[src/rtl/cpuamc_pkg.sv]
// Package: register offsets, field positions, reset values and carriers for the address/mode block
package cpuamc_pkg;
   localparam logic [7:0] ADDR_SP_LOW = 8'h81;
   localparam logic [7:0] ADDR_PTR0_LOW = 8'h82;
   localparam logic [7:0] ADDR_PTR0_HIGH = 8'h83;
   localparam logic [7:0] ADDR_PTR1_LOW = 8'h84;
   localparam logic [7:0] ADDR_PTR1_HIGH = 8'h85;
   localparam logic [7:0] ADDR_PTR_SELECT = 8'h86;
   localparam logic [7:0] ADDR_WAIT = 8'h92;
   localparam logic [7:0] ADDR_PTR0_TOP = 8'h93;
   localparam logic [7:0] ADDR_PTR1_TOP = 8'h95;
   localparam logic [7:0] ADDR_SP_HIGH = 8'h9B;
   localparam logic [7:0] ADDR_MODE_CTRL = 8'h9D;
   localparam logic [7:0] ADDR_PORT_TWO = 8'hA0;
   localparam logic [7:0] ADDR_TIMED = 8'hC7;
   localparam logic [7:0] ADDR_INT_STATUS = 8'hC5;
   localparam logic [7:0] ADDR_XRAM_BASE = 8'hC6;
   localparam logic [7:0] ADDR_PSW = 8'hD0;
   localparam logic [7:0] ADDR_RI_PAGE = 8'hDA;
   localparam logic [7:0] ADDR_WORK = 8'hE0;
   localparam logic [7:0] ADDR_RI_TOP = 8'hEA;
   localparam logic [7:0] ADDR_AUX = 8'hF0;

   localparam logic [7:0] WAIT_RESET = 8'h07;
   localparam logic [7:0] BYTE_ZERO = 8'h00;
   localparam logic [3:0] WAIT_ZERO = 4'h0;
   localparam logic [3:0] WAIT_ONE = 4'h1;
   localparam logic [7:0] MODE_CTRL_WMASK = 8'h2B;
   localparam logic [7:0] PTR_SEL_WMASK = 8'hE1;
   localparam logic [7:0] STATUS_WMASK = 8'h60;

   localparam int MODE_VECTOR_BIT = 5;
   localparam int MODE_PAGE_SRC_BIT = 3;
   localparam int MODE_STACK_BIT = 2;
   localparam int MODE_FLAT_BIT = 1;
   localparam int STATUS_HIGH_BIT = 6;
   localparam int STATUS_LOW_BIT = 5;
   localparam int PTR_SEL_BIT = 0;

   localparam logic [7:0] UNLOCK_FIRST = 8'hAA;
   localparam logic [7:0] UNLOCK_SECOND = 8'h55;
   localparam logic [2:0] TA_WINDOW = 3'h4;

   localparam logic [15:0] VECTOR_BOOT = 16'h3000;
   localparam logic [15:0] VECTOR_NORMAL = 16'h0000;
   localparam int XRAM_STEP_SHIFT = 11;

   typedef struct packed {
      logic wr;
      logic rd;
      logic [7:0] addr;
      logic [7:0] wdata;
   } cpuamc_sfr_type;

   typedef struct packed {
      logic wr;
      logic [7:0] addr;
      logic [7:0] wdata;
   } cpuamc_bit_type;

   typedef struct packed {
      logic carry_flag;
      logic half_carry_flag;
      logic user_flag_zero;
      logic [1:0] register_bank_select;
      logic arith_excess_flag;
      logic reserved_user_bit;
      logic parity;
   } cpuamc_psw_type;
endpackage
[src/rtl/cpuamc_core.sv]
// Core register file, stack, wait-state and external address formation
`timescale 1ns/10ps
// Summary of operation
// [RULE_01] Working register resets to zero, is a core operand, bit addressable.
// [RULE_02] Auxiliary register holds multiply/divide operand, scratch otherwise, bit addressable.
// [RULE_03] Status word: carry 7, half carry 6, user 5, bank 4:3, excess 2, user 1, parity 0.
// [RULE_04] Push writes at stack pointer plus one; pop reads at stack pointer.
// [RULE_05] Flat mode joins stack high byte above low byte into 16-bit stack address.
// [RULE_06] Read-only status: bit 6 high-priority active, bit 5 low-priority active.
// [RULE_07] Software reads progress status before entering low-power or slow modes.
// [RULE_08] Wait-state field bits 3:0 sets flash access periods, resets to seven.
// [RULE_09] With fast oscillator at high rate, wait value zero acts as one.
// [RULE_10] Software programs more than one wait state above the stated clock.
// [RULE_11] XRAM base register moves XRAM start in fixed 2KB steps.
// [RULE_12] Large mode 16-bit program addresses; flat mode 20-bit, stack in data space.
// [RULE_13] Mode field bits 1:0: zero is large, upper bit set is flat.
// [RULE_14] Read-only stack indicator bit 2: zero internal stack, one extended stack.
// [RULE_15] Vector relocation bit 5 selects boot vector space or normal low space.
// [RULE_16] Bit 3 chooses port two latch or page register for register-indirect page.
// [RULE_17] Register-indirect top register gives bits 23:16 only for register-indirect moves.
// [RULE_18] Pointer moves use selected pointer high, low and top bytes.
// [RULE_19] External data address path is 24 bits wide.
// [RULE_20] Two independent data pointers, chosen by the pointer-select register.
// [RULE_21] Mode and XRAM base registers reset to zero, written only under timed access.
// [RULE_22] Select bit set picks second pointer, clear picks first; reads back selection.
// [RULE_23] Each flash fetch stalls the programmed wait cycles before latching data.
// [RULE_24] Timed access opens a short window after fixed unlock writes; else ignored.
module cpuamc_core
   import cpuamc_pkg::*;
(
   input wire logic mclk,
   input wire logic rst_n,
   input wire cpuamc_sfr_type sfr,
   input wire cpuamc_bit_type bitwr,
   input wire logic work_load,
   input wire logic [7:0] work_load_val,
   input wire logic aux_load,
   input wire logic [7:0] aux_load_val,
   input wire logic psw_load,
   input wire cpuamc_psw_type psw_load_val,
   input wire logic stack_push,
   input wire logic stack_pop,
   input wire logic high_prio_active,
   input wire logic low_prio_active,
   input wire logic internal_fast_osc,
   input wire logic fetch_req,
   input wire logic [7:0] fetch_data,
   input wire logic movx_ri,
   input wire logic [7:0] ri_low,
   input wire logic [7:0] port_two_latch,
   output logic [7:0] sfr_rdata,
   output logic [15:0] stack_addr,
   output logic [23:0] xram_addr,
   output logic [23:0] xram_base,
   output logic [15:0] vector_base,
   output logic flat_mode,
   output logic fetch_stall,
   output logic fetch_valid,
   output logic [7:0] fetch_q
);
   logic [7:0] work_q, aux_q, sp_q, sph_q, wait_q, mode_q, xbase_q, page_q, top_q;
   logic [7:0] ptrsel_q, status_q;
   logic [7:0] p0l_q, p0h_q, p0x_q, p1l_q, p1h_q, p1x_q;
   cpuamc_psw_type psw_q;
   logic [1:0] ta_stage_q;
   logic [2:0] ta_cnt_q;
   logic [3:0] ws_cnt_q;
   logic busy_q;
   logic [7:0] rd_d;
   logic ta_open;
   logic [3:0] wait_eff;
   logic flat_d;

   // ==================================================================
   // Decode helpers
   function automatic logic hit(input logic [7:0] a, input logic [7:0] reg_addr);
      hit = (a == reg_addr);
   endfunction

   logic sfr_wr_work, sfr_wr_aux, sfr_wr_psw;
   assign sfr_wr_work = sfr.wr && hit(sfr.addr, ADDR_WORK);
   assign sfr_wr_aux = sfr.wr && hit(sfr.addr, ADDR_AUX);
   assign sfr_wr_psw = sfr.wr && hit(sfr.addr, ADDR_PSW);
   assign ta_open = (ta_cnt_q != 3'h0);
   assign flat_d = mode_q[MODE_FLAT_BIT]; // [RULE_13]

   // ==================================================================
   // Bit-addressable core registers; bit writes give a byte mask
   always_ff @(posedge mclk) begin
      if (!rst_n) begin
         work_q <= BYTE_ZERO; // [RULE_01]
      end else if (work_load) begin
         work_q <= work_load_val;
      end else if (sfr_wr_work) begin
         work_q <= sfr.wdata;
      end else if (bitwr.wr && hit(bitwr.addr, ADDR_WORK)) begin
         work_q <= work_q ^ bitwr.wdata; // [RULE_01]
      end
   end

   always_ff @(posedge mclk) begin
      if (!rst_n) begin
         aux_q <= BYTE_ZERO;
      end else if (aux_load) begin
         aux_q <= aux_load_val; // [RULE_02]
      end else if (sfr_wr_aux) begin
         aux_q <= sfr.wdata;
      end else if (bitwr.wr && hit(bitwr.addr, ADDR_AUX)) begin
         aux_q <= aux_q ^ bitwr.wdata; // [RULE_02]
      end
   end

   always_ff @(posedge mclk) begin
      if (!rst_n) begin
         psw_q <= '0;
      end else if (psw_load) begin
         psw_q <= psw_load_val; // [RULE_03]
      end else if (sfr_wr_psw) begin
         psw_q <= cpuamc_psw_type'(sfr.wdata); // [RULE_03]
      end else if (bitwr.wr && hit(bitwr.addr, ADDR_PSW)) begin
         psw_q <= cpuamc_psw_type'(psw_q ^ bitwr.wdata);
      end
   end

   // ==================================================================
   // Stack pointer: push increments before write, pop decrements after read
   always_ff @(posedge mclk) begin
      if (!rst_n) begin
         sp_q <= BYTE_ZERO;
         sph_q <= BYTE_ZERO;
      end else if (stack_push) begin
         {sph_q, sp_q} <= flat_d ? 16'({sph_q, sp_q} + 16'h0001) :
                          {sph_q, 8'(sp_q + 8'h01)}; // [RULE_04]
      end else if (stack_pop) begin
         {sph_q, sp_q} <= flat_d ? 16'({sph_q, sp_q} - 16'h0001) : {sph_q, 8'(sp_q - 8'h01)};
      end else if (sfr.wr && hit(sfr.addr, ADDR_SP_LOW)) begin
         sp_q <= sfr.wdata;
      end else if (sfr.wr && hit(sfr.addr, ADDR_SP_HIGH)) begin
         sph_q <= sfr.wdata;
      end
   end

   always_ff @(posedge mclk) begin
      if (!rst_n) begin
         stack_addr <= 16'h0000;
      end else if (flat_d) begin
         stack_addr <= stack_push ? 16'({sph_q, sp_q} + 16'h0001) : {sph_q, sp_q}; // [RULE_05]
      end else begin
         stack_addr <= {BYTE_ZERO, stack_push ? 8'(sp_q + 8'h01) : sp_q}; // [RULE_04]
      end
   end

   // ==================================================================
   // Timed access: two unlock writes open a few-cycle window
   always_ff @(posedge mclk) begin
      if (!rst_n) begin
         ta_stage_q <= 2'h0;
         ta_cnt_q <= 3'h0;
      end else if (sfr.wr && hit(sfr.addr, ADDR_TIMED)) begin
         if (sfr.wdata == UNLOCK_FIRST) begin
            ta_stage_q <= 2'h1;
            ta_cnt_q <= 3'h0;
         end else if (ta_stage_q == 2'h1 && sfr.wdata == UNLOCK_SECOND) begin
            ta_stage_q <= 2'h0;
            ta_cnt_q <= TA_WINDOW; // [RULE_24]
         end else begin
            ta_stage_q <= 2'h0;
            ta_cnt_q <= 3'h0;
         end
      end else if (sfr.wr && ta_open &&
                   (hit(sfr.addr, ADDR_MODE_CTRL) || hit(sfr.addr, ADDR_XRAM_BASE))) begin
         ta_cnt_q <= 3'h0; // One protected write per unlock
      end else if (ta_open) begin
         ta_cnt_q <= 3'(ta_cnt_q - 3'h1);
      end
   end

   always_ff @(posedge mclk) begin
      if (!rst_n) begin
         mode_q <= BYTE_ZERO; // [RULE_21]
         xbase_q <= BYTE_ZERO;
      end else begin
         if (sfr.wr && ta_open && hit(sfr.addr, ADDR_MODE_CTRL)) begin
            mode_q <= (sfr.wdata & MODE_CTRL_WMASK) |
                      (sfr.wdata[MODE_FLAT_BIT] ? 8'h01 << MODE_STACK_BIT : 8'h00); // [RULE_14]
         end
         if (sfr.wr && ta_open && hit(sfr.addr, ADDR_XRAM_BASE)) begin
            xbase_q <= sfr.wdata; // [RULE_21]
         end
      end
   end

   // ==================================================================
   // Plain registers: wait states, page, top bytes, pointers
   always_ff @(posedge mclk) begin
      if (!rst_n) begin
         wait_q <= WAIT_RESET; // [RULE_08]
         page_q <= BYTE_ZERO;
         top_q <= BYTE_ZERO;
      end else if (sfr.wr) begin
         if (hit(sfr.addr, ADDR_WAIT)) wait_q <= {4'h0, sfr.wdata[3:0]}; // [RULE_08]
         if (hit(sfr.addr, ADDR_RI_PAGE)) page_q <= sfr.wdata; // [RULE_16]
         if (hit(sfr.addr, ADDR_RI_TOP)) top_q <= sfr.wdata; // [RULE_17]
      end
   end

   always_ff @(posedge mclk) begin
      if (!rst_n) begin
         p0l_q <= BYTE_ZERO;
         p0h_q <= BYTE_ZERO;
         p0x_q <= BYTE_ZERO;
         p1l_q <= BYTE_ZERO;
         p1h_q <= BYTE_ZERO;
         p1x_q <= BYTE_ZERO;
         ptrsel_q <= BYTE_ZERO;
      end else if (sfr.wr) begin
         if (hit(sfr.addr, ADDR_PTR0_LOW)) p0l_q <= sfr.wdata; // [RULE_20]
         if (hit(sfr.addr, ADDR_PTR0_HIGH)) p0h_q <= sfr.wdata;
         if (hit(sfr.addr, ADDR_PTR0_TOP)) p0x_q <= sfr.wdata;
         if (hit(sfr.addr, ADDR_PTR1_LOW)) p1l_q <= sfr.wdata;
         if (hit(sfr.addr, ADDR_PTR1_HIGH)) p1h_q <= sfr.wdata;
         if (hit(sfr.addr, ADDR_PTR1_TOP)) p1x_q <= sfr.wdata;
         if (hit(sfr.addr, ADDR_PTR_SELECT)) ptrsel_q <= sfr.wdata & PTR_SEL_WMASK; // [RULE_22]
      end
   end

   always_ff @(posedge mclk) begin
      if (!rst_n) begin
         status_q <= BYTE_ZERO;
      end else begin
         // Pins from the interrupt controller share mclk, so no synchroniser
         status_q <= ({1'b0, high_prio_active, low_prio_active, 5'h00}) & STATUS_WMASK; // [RULE_06]
      end
   end

   // ==================================================================
   // External data address, 24 bits
   always_ff @(posedge mclk) begin
      if (!rst_n) begin
         xram_addr <= 24'h000000;
      end else if (movx_ri) begin
         xram_addr <= {top_q, mode_q[MODE_PAGE_SRC_BIT] ? page_q : port_two_latch,
                       ri_low}; // [RULE_16] [RULE_17] [RULE_19]
      end else if (ptrsel_q[PTR_SEL_BIT]) begin
         xram_addr <= {p1x_q, p1h_q, p1l_q}; // [RULE_18] [RULE_22]
      end else begin
         xram_addr <= {p0x_q, p0h_q, p0l_q}; // [RULE_18]
      end
   end

   always_ff @(posedge mclk) begin
      if (!rst_n) begin
         xram_base <= 24'h000000;
         vector_base <= VECTOR_NORMAL;
         flat_mode <= 1'b0;
      end else begin
         xram_base <= 24'(xbase_q) << XRAM_STEP_SHIFT; // [RULE_11]
         vector_base <= mode_q[MODE_VECTOR_BIT] ? VECTOR_BOOT : VECTOR_NORMAL; // [RULE_15]
         flat_mode <= flat_d; // [RULE_12]
      end
   end

   // ==================================================================
   // Flash fetch wait states
   assign wait_eff = (internal_fast_osc && wait_q[3:0] == WAIT_ZERO) ? WAIT_ONE :
                     wait_q[3:0]; // [RULE_09]

   always_ff @(posedge mclk) begin
      if (!rst_n) begin
         busy_q <= 1'b0;
         ws_cnt_q <= WAIT_ZERO;
         fetch_stall <= 1'b0;
         fetch_valid <= 1'b0;
         fetch_q <= BYTE_ZERO;
      end else begin
         fetch_valid <= 1'b0;
         if (!busy_q && fetch_req) begin
            if (wait_eff == WAIT_ZERO) begin
               fetch_q <= fetch_data;
               fetch_valid <= 1'b1;
            end else begin
               busy_q <= 1'b1;
               ws_cnt_q <= wait_eff; // [RULE_23]
               fetch_stall <= 1'b1;
            end
         end else if (busy_q) begin
            if (ws_cnt_q == WAIT_ONE) begin
               busy_q <= 1'b0;
               fetch_stall <= 1'b0;
               fetch_q <= fetch_data; // [RULE_23]
               fetch_valid <= 1'b1;
            end else begin
               ws_cnt_q <= ws_cnt_q - WAIT_ONE;
            end
         end
      end
   end

   // ==================================================================
   // Read mux; unmapped reads return zero
   always_comb begin
      rd_d = BYTE_ZERO;
      if (hit(sfr.addr, ADDR_WORK)) rd_d = work_q;
      else if (hit(sfr.addr, ADDR_AUX)) rd_d = aux_q;
      else if (hit(sfr.addr, ADDR_PSW)) rd_d = psw_q;
      else if (hit(sfr.addr, ADDR_SP_LOW)) rd_d = sp_q;
      else if (hit(sfr.addr, ADDR_SP_HIGH)) rd_d = sph_q;
      else if (hit(sfr.addr, ADDR_WAIT)) rd_d = wait_q;
      else if (hit(sfr.addr, ADDR_MODE_CTRL)) rd_d = mode_q;
      else if (hit(sfr.addr, ADDR_XRAM_BASE)) rd_d = xbase_q;
      else if (hit(sfr.addr, ADDR_INT_STATUS)) rd_d = status_q; // [RULE_06]
      else if (hit(sfr.addr, ADDR_RI_PAGE)) rd_d = page_q;
      else if (hit(sfr.addr, ADDR_RI_TOP)) rd_d = top_q;
      else if (hit(sfr.addr, ADDR_PTR0_LOW)) rd_d = p0l_q;
      else if (hit(sfr.addr, ADDR_PTR0_HIGH)) rd_d = p0h_q;
      else if (hit(sfr.addr, ADDR_PTR0_TOP)) rd_d = p0x_q;
      else if (hit(sfr.addr, ADDR_PTR1_LOW)) rd_d = p1l_q;
      else if (hit(sfr.addr, ADDR_PTR1_HIGH)) rd_d = p1h_q;
      else if (hit(sfr.addr, ADDR_PTR1_TOP)) rd_d = p1x_q;
      else if (hit(sfr.addr, ADDR_PTR_SELECT)) rd_d = ptrsel_q; // [RULE_22]
   end

   always_ff @(posedge mclk) begin
      if (!rst_n) begin
         sfr_rdata <= BYTE_ZERO;
      end else if (sfr.rd) begin
         sfr_rdata <= rd_d;
      end
   end
endmodule

[config.mk]
export PLATFORM = sky130hd
export DESIGN_NAME = cpuamc_core
export DESIGN_NICKNAME = d
export VERILOG_FILES = /design/src/rtl/cpuamc_pkg.sv /design/src/rtl/cpuamc_core.sv
export SDC_FILE = /design/constraint.sdc
export NUM_CORES = 1
export LEC_CHECK = 0
export ABC_AREA = 1
export BUFFER_PORTS_ARGS = -buffer_cell sky130_fd_sc_hd__buf_2
export CAP_MARGIN = 10
export CORE_ASPECT_RATIO = 0.6
export CORE_MARGIN = 2
export CORE_UTILIZATION = 45
export DETAILED_ROUTE_END_ITERATION = 12
export PLACE_DENSITY = 0.7
export SYNTH_ARGS = -nofsm -noshare
export SYNTH_HDL_FRONTEND = slang
export SYNTH_SLANG_ARGS = --single-unit
[constraint.sdc]
create_clock -name mclk -period 4.6 [get_ports mclk]
set_clock_uncertainty 0.05 [all_clocks]
set_input_delay 0.92 -clock mclk [delete_from_list [all_inputs] [get_ports mclk]]
set_output_delay 0.92 -clock mclk [all_outputs]
set_load 0.02 [all_outputs]
==> results of run 1 <==
-- cell families (layout without fill, tap and decap cells) --
| group | after synthesis | in the layout |
|---|---|---|
| and+or+nand+nor | 503 | 503 |
| other | 1 | 30 |
| buffers and inverters | 313 | 403 |
| AOI/OAI and AO/OA | 476 | 476 |
| DFF | 203 | 203 |
| xor gates and xnor gates | 34 | 34 |
| adders and majority gates | 6 | 6 |
-- power by group --
part	switching, mW	leakage (nW)	internal (mW)
Combinational	0.374	3.20	0.180
Clock	0.739	0.366	1.15
Sequential	0.0527	1.65	1.82
-- synth_stat cells (all sizes together) --
cell type  number  area (sq um)
o311ai          1          8.76
conb            1          3.75
a21o            1          7.51
dfxtp         203          4060
clkinv          1          3.75
nor4            6          58.8
a41oi           1          8.76
o41ai           1          8.76
or2             9          56.3
nor3           12           109
o31ai           1          7.51
o21ai         194           971
ha              6          75.1
a311oi          1          8.76
buf            52           359
nand2         260          1000
a311o           2          20.0
o21a            2          15.0
xnor2          23           201
xor2           11          96.3
a32oi           1          8.76
a22oi           1          7.51
o211ai         19           143
a211oi         28           210
o21bai          2          15.0
nand3          64           320
nand4          26           175
o22ai           7          43.8
inv           199           747
a31oi           4          25.0
nand3b          2          15.0
a221oi          7          61.3
clkbuf         61           230
nor2          124           527
o32ai           2          17.5
a21oi         201          1010
-- metrics by stage --
| step | instance area [sq um] | setup slack (ns) | hold WS, ns |
|---|---|---|---|
| 4_1_cts | 12100 | 1.92 | 0.411 |
| 3_5_place_dp | 11400 | 1.41 | 0.401 |
| 6_report | 12100 | 1.81 | 0.418 |
| 5_1_grt | 12100 | 1.67 | 0.437 |
| 3_3_place_gp | 11400 | 1.44 | 0.401 |
| 2_1_floorplan | 10700 | 2.25 | 0.357 |
-- critical path, delay by kind of cell --
family / cells / cell delay (ns)
and+or+nand+nor: 2 / 1.02
buffers and inverters: 2 / 0.76
AOI/OAI and AO/OA: 2 / 0.37
-- routing by layer --
metal  wire length [um]  vias up  GRT usage (%)
met4                657        0           5.66
met5                  0        -              0
met2              13900      663           38.1
met3               5480       59           9.91
li1                   -     5227              -
met1              17800     5064           46.6
-- area by class of cell --
| class | instances | area [sq um] |
|---|---|---|
| fill | 2332 | 11000 |
| inverter | 200 | 751 |
| timing repair buffer | 167 | 846 |
| tap | 315 | 394 |
| sequential | 203 | 4070 |
| clock inverter | 11 | 186 |
| multi-input combinational | 1049 | 5340 |
| clock buffer | 25 | 561 |
-- worst max path at each step --
stage / from / endpoint / slack, ns / cells after the start
after floorplan: sfr[13] / sfr_rdata[1] / 2.25 / 14
after global placement: sfr[13] / sfr_rdata[7] / 1.44 / 15
after detailed placement: sfr[17] / ta_cnt_q[2] / 1.41 / 6
after CTS: sfr[17] / ta_cnt_q[2] / 1.92 / 6
after global routing: sfr[13] / p0l_q[7] / 1.67 / 9
final: sfr[17] / ta_cnt_q[2] / 1.81 / 6
==> impl_metrics.toml, run 1 <==
[outcome]
outcome = "completed"

[clock_network]
cts.repair.resized = 0
clkTransAtPathRegs_ns = 0.06
clk_path_buf_depth = 3
cts_tree = "yes"
ctsHoldBuffers = 0
clkLatencyLatePin_ns = 0.51
ctsRootBufferMaster = "clkbuf_16"
cts.htree.levels = 1
post_cts.repair.setup_buffers = 0
cts.sinks = 203
cts_buffers = 21

[routing]
drt_iter0_markers = 1393
wirelength_um = 37800
post_drt_wl_per_cell_um = 19.2
drc_errors = 0
dr.pass1.iters = 6
routed_via_density = 5.59
vias = 11000
ant_nets = 0

[synthesis]
synth-simple-area-share_pct = 21.3
synth.distinct_cells = 53
ys_ff_latch = 203
ys_seq_area_share_pct = 38.2
synth_compound_area_share_pct = 24.4
synthCells = 1536
synth_area_sq_um = 10600
yosys_warnings = 0
synth_top_family_by_area = "compound AO/OA/AOI/OAI gates"
synthXorXnorAreaFrac_pct = 2.80
synth_adder_area_share_pct = 0.706
synthMuxAreaShare_pct = 0
syn_area_per_cell_sq_um = 6.92

[worst_setup_path]
rr_endpoint = "sph_q[6]"
path_cells = "buf_2 > inv_1 > nor2_1 > nand2_1 > a32oi_1 > a211oi_1"
start_kind = "input pin"
arrival_ns = 3.08
cp.required_ns = 4.89
r2r-start = "sp_q[1]"
crit_path_max_incr_delay_ns = 0.65
crit_path_max_fanout = 22
critical_path_class = "input pin to register"
cp_slowest_cell = "nor2_1"
worst-r2r-setup-slack_ns = 2.01
r2r_cells = 13
end_kind = "register"

[hold_path]
hp-class = "register to register"
whs_path_depth = 2
holdPathEnd = "fetch_stall"
hp-start = "fetch_stall"

[global_routing]
grt_pass1_vias = 9566
grt_pass1_wl_um = 56800
antenna_found_initial = 0
gr-total-overflow = 0
grt_max_degree = 73
grt_use_total_pct = 29.7

[floorplanning]
row_count = 43
die_x_um = 202
ios = 194
start_util_pct = 46.0
die_area_sq_um = 24900
coreArea_sq_um = 23100
die_h_um = 123

[timing]
worst_pin_slew_ns = 1.10
rsz0062_at_grt = "no"
finalHoldViolCount = 0
slew-limit-headroom_pct = 26.4
fin_crit_ns = 2.79
fmax_mhz = 358
final.setup.tns_ns = 0
setup_viol = 0
slew_viol_final = 0
fin_crit_sh_pct = 60.7

[cells_and_area]
instances_no_fill = 1970
area_growth_pct = 14.2
layout_common_cells = "nand2_1 (252), dfxtp_1 (202), a21oi_1 (201), inv_1 (179), o21ai_0 (170)"
regMostFlops = "xram_addr"
top_regs = "xram_addr (24), stack_addr (16)"
final_nets = 1743
largest_reg_flops = 24
fin_util_pct = 52.5
n_antenna_cell = 0
drive_above_1_share_pct = 15.5
layout_commonest_cell = "nand2_1"

[power_and_ir_drop]
total_power_mw = 4.31
irDropWorstVdd_uv = 186
p_leak_nw = 5.22
p_per_area_nw_per_um2 = 355

[place]
io_buffers = 163
dp_hpwl_um = 28100
gp_congestion = 1.02
dp.cells = 1934

[run]
drv_cap = 0
(Power assumes the default switching activity.)
==> run 2, diff against run 1 <==
- clock period: 4.6 -> 2.9 ns (I/O delays scaled with it)
==> run 2 against run 1 <==
Against the previous run: largest power group unchanged; routed wire length grew 1.3%; first-iteration DRC count is 2.2% higher; critical path depth is 7 higher; sequential share of layout area fell by 0.54 points; count of clock-buffer cells in the layout is 5 higher; total power increased by 61%; register-to-register slack lost 1.5 ns; die area stayed put; hold slack worse by 0.20 ns; critical endpoint is now sph_q[6]; combinational power grew 62%; sequential power increased by 58%; global-route usage up 0.54 points.
==> impl_metrics.toml, run 2 (synthesis results as in run 1) <==
[cells_and_area]
regMostFlops = "xram_addr"
final_nets = 1763
multi_input_area_sq_um = 5340
instances_no_fill = 1991
layout_common_cells = "nand2_1 (252), dfxtp_1 (203), a21oi_1 (201), inv_1 (179), o21ai_0 (170)"
area_growth_pct = 16.0
largest_reg_flops = 24
n_antenna_cell = 0
layout_commonest_cell = "nand2_1"
fin_util_pct = 53.3
drive_above_1_share_pct = 16.5
fill_cells = 2316
top_regs = "xram_addr (24), stack_addr (16)"
register_area_sq_um = 4060

[power_and_ir_drop]
p_per_area_nw_per_um2 = 564
p_leak_nw = 5.34
irDropWorstVdd_uv = 413

[clock_network]
post_cts.repair.setup_buffers = 0
clkLatencyLatePin_ns = 0.52
cts.htree.levels = 1
clkTransAtPathRegs_ns = 0.06
ctsRootBufferMaster = "clkbuf_16"
clk_path_buf_depth = 3
cts_buffers = 22
cts.repair.resized = 0
ctsHoldBuffers = 0
cts.sinks = 203
cts_tree = "yes"

[timing]
slew_viol_final = 0
slew-limit-headroom_pct = 47.2
setup_viol = 0
hold_ws_ns = 0.222
fin_crit_ns = 2.41
rsz0062_at_grt = "no"
worst_pin_slew_ns = 0.791
fmax_mhz = 414
final.setup.tns_ns = 0
finalHoldViolCount = 0
fin_crit_sh_pct = 83.2

[worst_setup_path]
cpLargestDelayFamily = "simple AND/OR/NAND/NOR gates"
worst-r2r-setup-slack_ns = 0.49
critical_path_class = "register to register"
start_kind = "register"
r2r-start = "sp_q[1]"
rr_endpoint = "sph_q[6]"
cp.required_ns = 3.31
crit_start = "sp_q[1]"
crit_path_max_incr_delay_ns = 0.45
crit_path_frequent_cell = "nor2_1"
end_kind = "register"
endpoint = "sph_q[6]"
arrival_ns = 2.82
crit_buf_inv = 1
crit_path_max_fanout = 5
path_cells = "ha_1 > nand3_1 > nor2_1 > nand4_1 > nor2_1 > nand3_1 > nor2_1 > nand2_1 > o21ai_1 > o211ai_1 > nor2_1 > o21bai_1 > inv_1"
r2r_cells = 13
worst-path-stages = 13
cp_slowest_cell = "dfxtp_1"

[place]
dp.cells = 1953
io_buffers = 163
gp_congestion = 0.999
dp_hpwl_um = 28700

[routing]
drt_iter0_markers = 1423
post_drt_wl_per_cell_um = 19.2
vias = 11000
ant_nets = 0
drc_errors = 0
routed_via_density = 5.54
dr.pass1.iters = 6
wirelength_um = 38300

[run]
drv_cap = 0

[floorplanning]
row_count = 43
ios = 194
die_x_um = 202
die_h_um = 123
start_util_pct = 46.0
coreArea_sq_um = 23100
die_area_sq_um = 24900

[global_routing]
grt_pass1_wl_um = 57600
grt_max_degree = 77
gr-total-overflow = 0
antenna_found_initial = 1
grt_pass1_vias = 9555
grt_use_total_pct = 30.2

[hold_path]
hp-class = "input pin to register"

[outcome]
outcome = "completed"
run 2: cell types whose count changed in the layout (fill, tap and decap cells not counted), sizes merged:
cell / delta
clkbuf: +5
clkinv: -2
buf: +19
bufinv: -1
run 2: worst register-to-register path: cells and delay by family (launching register included):
family	cells	cell delay [ns]
buffers and inverters	1	0.07
and+or+nand+nor	8	1.20
DFF	1	0.45
AOI/OAI and AO/OA	3	0.37
adders and majority gates	1	0.24
run 2: metal layers:
metal,share of wire (%),GRT usage (%),up-vias
li1,-,-,5295
met1,48,48.7,5048
met2,37,39.4,638
met3,14,8.22,43
met4,1.3,4.38,2
met5,0.034,0,-
run 2: how the worst min path moves through the flow:
stage / endpoint / depth (start not counted) / startpoint / slack, ns
finish: status_q[6] / 3 / high_prio_active / 0.22
global route: status_q[6] / 3 / high_prio_active / 0.22
CTS: status_q[6] / 3 / high_prio_active / 0.20
detailed placement: vector_base[12] / 2 / mode_q[5] / 0.39
global placement: vector_base[12] / 2 / mode_q[5] / 0.38
floorplan: vector_base[12] / 2 / mode_q[5] / 0.36
run 2: area by class of cell:
| cell class | count | area share (%) |
|---|---|---|
| multi-input combinational | 1049 | 43.3 |
| clock buffer | 30 | 5.20 |
| clock inverter | 8 | 1.19 |
| sequential | 203 | 32.9 |
| inverter | 200 | 6.08 |
| tap | 315 | 3.19 |
| timing repair buffer | 186 | 8.11 |
run 2: through the flow:
stage	cell area, sq um	total power [mW]	setup WS [ns]
global placement	11600	3.88	0.0695
detailed placement	11600	3.90	0.139
floorplan	10700	3.63	0.889
global route	12300	7.21	0.239
finish	12300	6.96	0.487
CTS	12300	6.96	0.560
run 2: where the power goes:
group          internal (mW)  switching, mW
registers               2.89         0.0777
clock network           1.90           1.20
logic                  0.299          0.599
==> run 3, diff against run 2 <==
- ABC_AREA: 1 -> 0
- PLACE_DENSITY: 0.7 -> 0.72
- clock period: 2.9 -> 2.15 ns (I/O delays scaled with it)
==> run 3 against run 2 <==
Against the previous run: the run now ends with setup timing left; sequential share of layout area down 5.0 points; largest power group is now sequential cells; synthesized area is 8.2% higher; register-to-register slack lost 0.53 ns; highest routed layer unchanged; critical path depth is 5 lower.
==> impl_metrics.toml, run 3 <==
[timing]
setup_viol = 4
fin_crit_sh_pct = 102
fmax_mhz = 455
slew-limit-headroom_pct = 56.1
setup_ws_ns = -0.0460
finalHoldViolCount = 0
final.setup.tns_ns = -0.132
rsz0062_at_grt = "yes"
slew_viol_final = 0
worst_pin_slew_ns = 0.659
fin_crit_ns = 2.20

[global_routing]
grt_pass1_vias = 10800
grt_pass1_wl_um = 64500
global_route.usage.met3_pct = 9.60
gr-total-overflow = 0
busiest_layer = "met1"
use_met1_pct = 48.0
grt_max_degree = 128
antenna_found_initial = 3
use_met2_pct = 42.1
grt_use_total_pct = 31.3

[floorplanning]
die_area_sq_um = 26900
start_util_pct = 45.6
row_count = 45
ios = 194
die_x_um = 210
coreArea_sq_um = 25200
die_h_um = 128

[cells_and_area]
regMostFlops = "xram_addr"
final_nets = 1733
layout_common_cells = "dfxtp_1 (202), buf_4 (179), buf_2 (162), nand2_1 (153), mux2i_1 (104)"
top_regs = "xram_addr (24), stack_addr (16)"
instances_no_fill = 1974
fill_cells = 2269
largest_reg_flops = 24
area_growth_pct = 26.5
layout_commonest_cell = "dfxtp_1"
n_antenna_cell = 0
drive_above_1_share_pct = 27.2

[synthesis]
synth-async-reset-ratio_pct = 0
synth_area_sq_um = 11500
syn_area_per_cell_sq_um = 8.41
synth_edf_count = 0
ys_ff_latch = 203
yosysMostFrequentCell = "dfxtp_1"
synth_top_area_share_pct = 35.3
ys_seq_area_share_pct = 35.3
ys_top_cells_by_count = "dfxtp_1 (203), nand2_1 (153), mux2i_1 (104)"
synth.distinct_cells = 82
netlist_top_cells_area = "dfxtp_1 (35%), mux2i_1 (9.0%), nand2_1 (5.0%)"
synth_top_cell_by_area = "dfxtp_1"
synthCells = 1368
yosys_warnings = 0
synth_flop_cell = "dfxtp_1"

[routing]
dr.pass1.iters = 6
wirelength_um = 42700
drt_iter0_markers = 1533
drc_errors = 0
ant_nets = 0
routed_via_density = 5.87
vias = 11600
post_drt_wl_per_cell_um = 21.6

[worst_setup_path]
cp.required_ns = 2.56
r2r-start = "sp_q[0]"
path_cells = "inv_4 > ha_4 > or3b_4 > or4b_4 > nor2_2 > xnor2_1 > o221a_2 > a21oi_2"
arrival_ns = 2.60
start_kind = "register"
crit_start = "sp_q[0]"
worst-r2r-setup-slack_ns = -0.05
end_kind = "register"
crit_path_max_fanout = 4
crit_path_max_incr_delay_ns = 0.55
critical_path_class = "register to register"
cp_slowest_cell = "or4b_4"

[hold_path]
hp-class = "input pin to register"
hp-start = "low_prio_active"

[outcome]
outcome = "finished, violations left"
violations = "setup timing"

[clock_network]
cts_tree = "yes"
clkTransAtPathRegs_ns = 0.07
cts.sinks = 203
cts.htree.levels = 1
clk_path_buf_depth = 3
cts_buffers = 21
clkLatencyLatePin_ns = 0.52
ctsHoldBuffers = 0
ctsRootBufferMaster = "clkbuf_16"

[place]
dp_hpwl_um = 32200
io_buffers = 163
dp.cells = 1934
gp_congestion = 1.02

[power_and_ir_drop]
p_per_area_nw_per_um2 = 636
p_leak_nw = 6.34
total_power_mw = 9.27
irDropWorstVdd_uv = 484

[run]
drv_cap = 0
[run 3: final timing paths]
| kind | end | depth (start not counted) |
|---|---|---|
| hold reg to reg | ws_cnt_q[1] | 2 |
| hold / removal | status_q[5] | 2 |
| setup reg to reg | sph_q[6] | 8 |
| setup / recovery | sph_q[6] | 8 |
[run 3: cell families after synthesis]
group | share of synthesized area (%)
adders and majority gates | 0.652
other | 0.0326
muxes | 10.6
buffers and inverters | 6.72
and+or+nand+nor | 21.8
DFF | 35.3
AOI/OAI and AO/OA | 21.3
xor gates and xnor gates | 3.58
[run 3: layer usage]
layer  up-vias  share of wire [%]  wire length, um
met2       658                 37            16000
li1       5361                  -                -
met4         4                2.0              839
met1      5507                 47            20200
met5         -              0.054               23
met3        67                 13             5650
[run 3: power by group]
part	internal (mW)	switching (mW)	total, mW
logic	0.670	0.920	1.59
clock network	2.10	1.60	3.69
registers	3.89	0.0989	3.99
[run 3: metrics by stage]
step	setup WS, ns	hold slack (ns)	util (%)	instance area [sq um]
after global placement	-0.470	0.410	54.4	13700
after detailed placement	-0.511	0.433	54.4	13700
after CTS	-0.0129	0.0622	57.3	14500
final	-0.0460	0.0723	57.7	14600
after global routing	-0.116	0.0602	57.7	14600
after floorplan	-0.336	0.393	-	11800
[run 3: cell type report]
class	count	area [sq um]	area share [%]
Sequential cell	203	4070	27.9
Clock buffer	29	606	4.16
Timing Repair Buffer	353	2370	16.3
Clock inverter	7	75.1	0.515
Inverter	23	91.3	0.627
Tap cell	329	412	2.83
Multi-Input combinational cell	1030	6950	47.7
[run 3: repair_timing]
item | in CTS | in global routing
buffers inserted | 1 | 3
gates resized for setup | 9 | 15
pin swaps | 4 | 5
endpoints found under the hold margin | 0 | 0
setup endpoints to repair | 9 | 21
cloned | 0 | 0
[run 3: critical path, delay by kind of cell, from the launching register on]
family / cells / cell delay, ns
buf+inv: 1 / 0.06
fa+ha+maj: 1 / 0.12
compound gates: 2 / 0.40
flops: 1 / 0.37
simple gates: 3 / 1.07
xor+xnor: 1 / 0.08
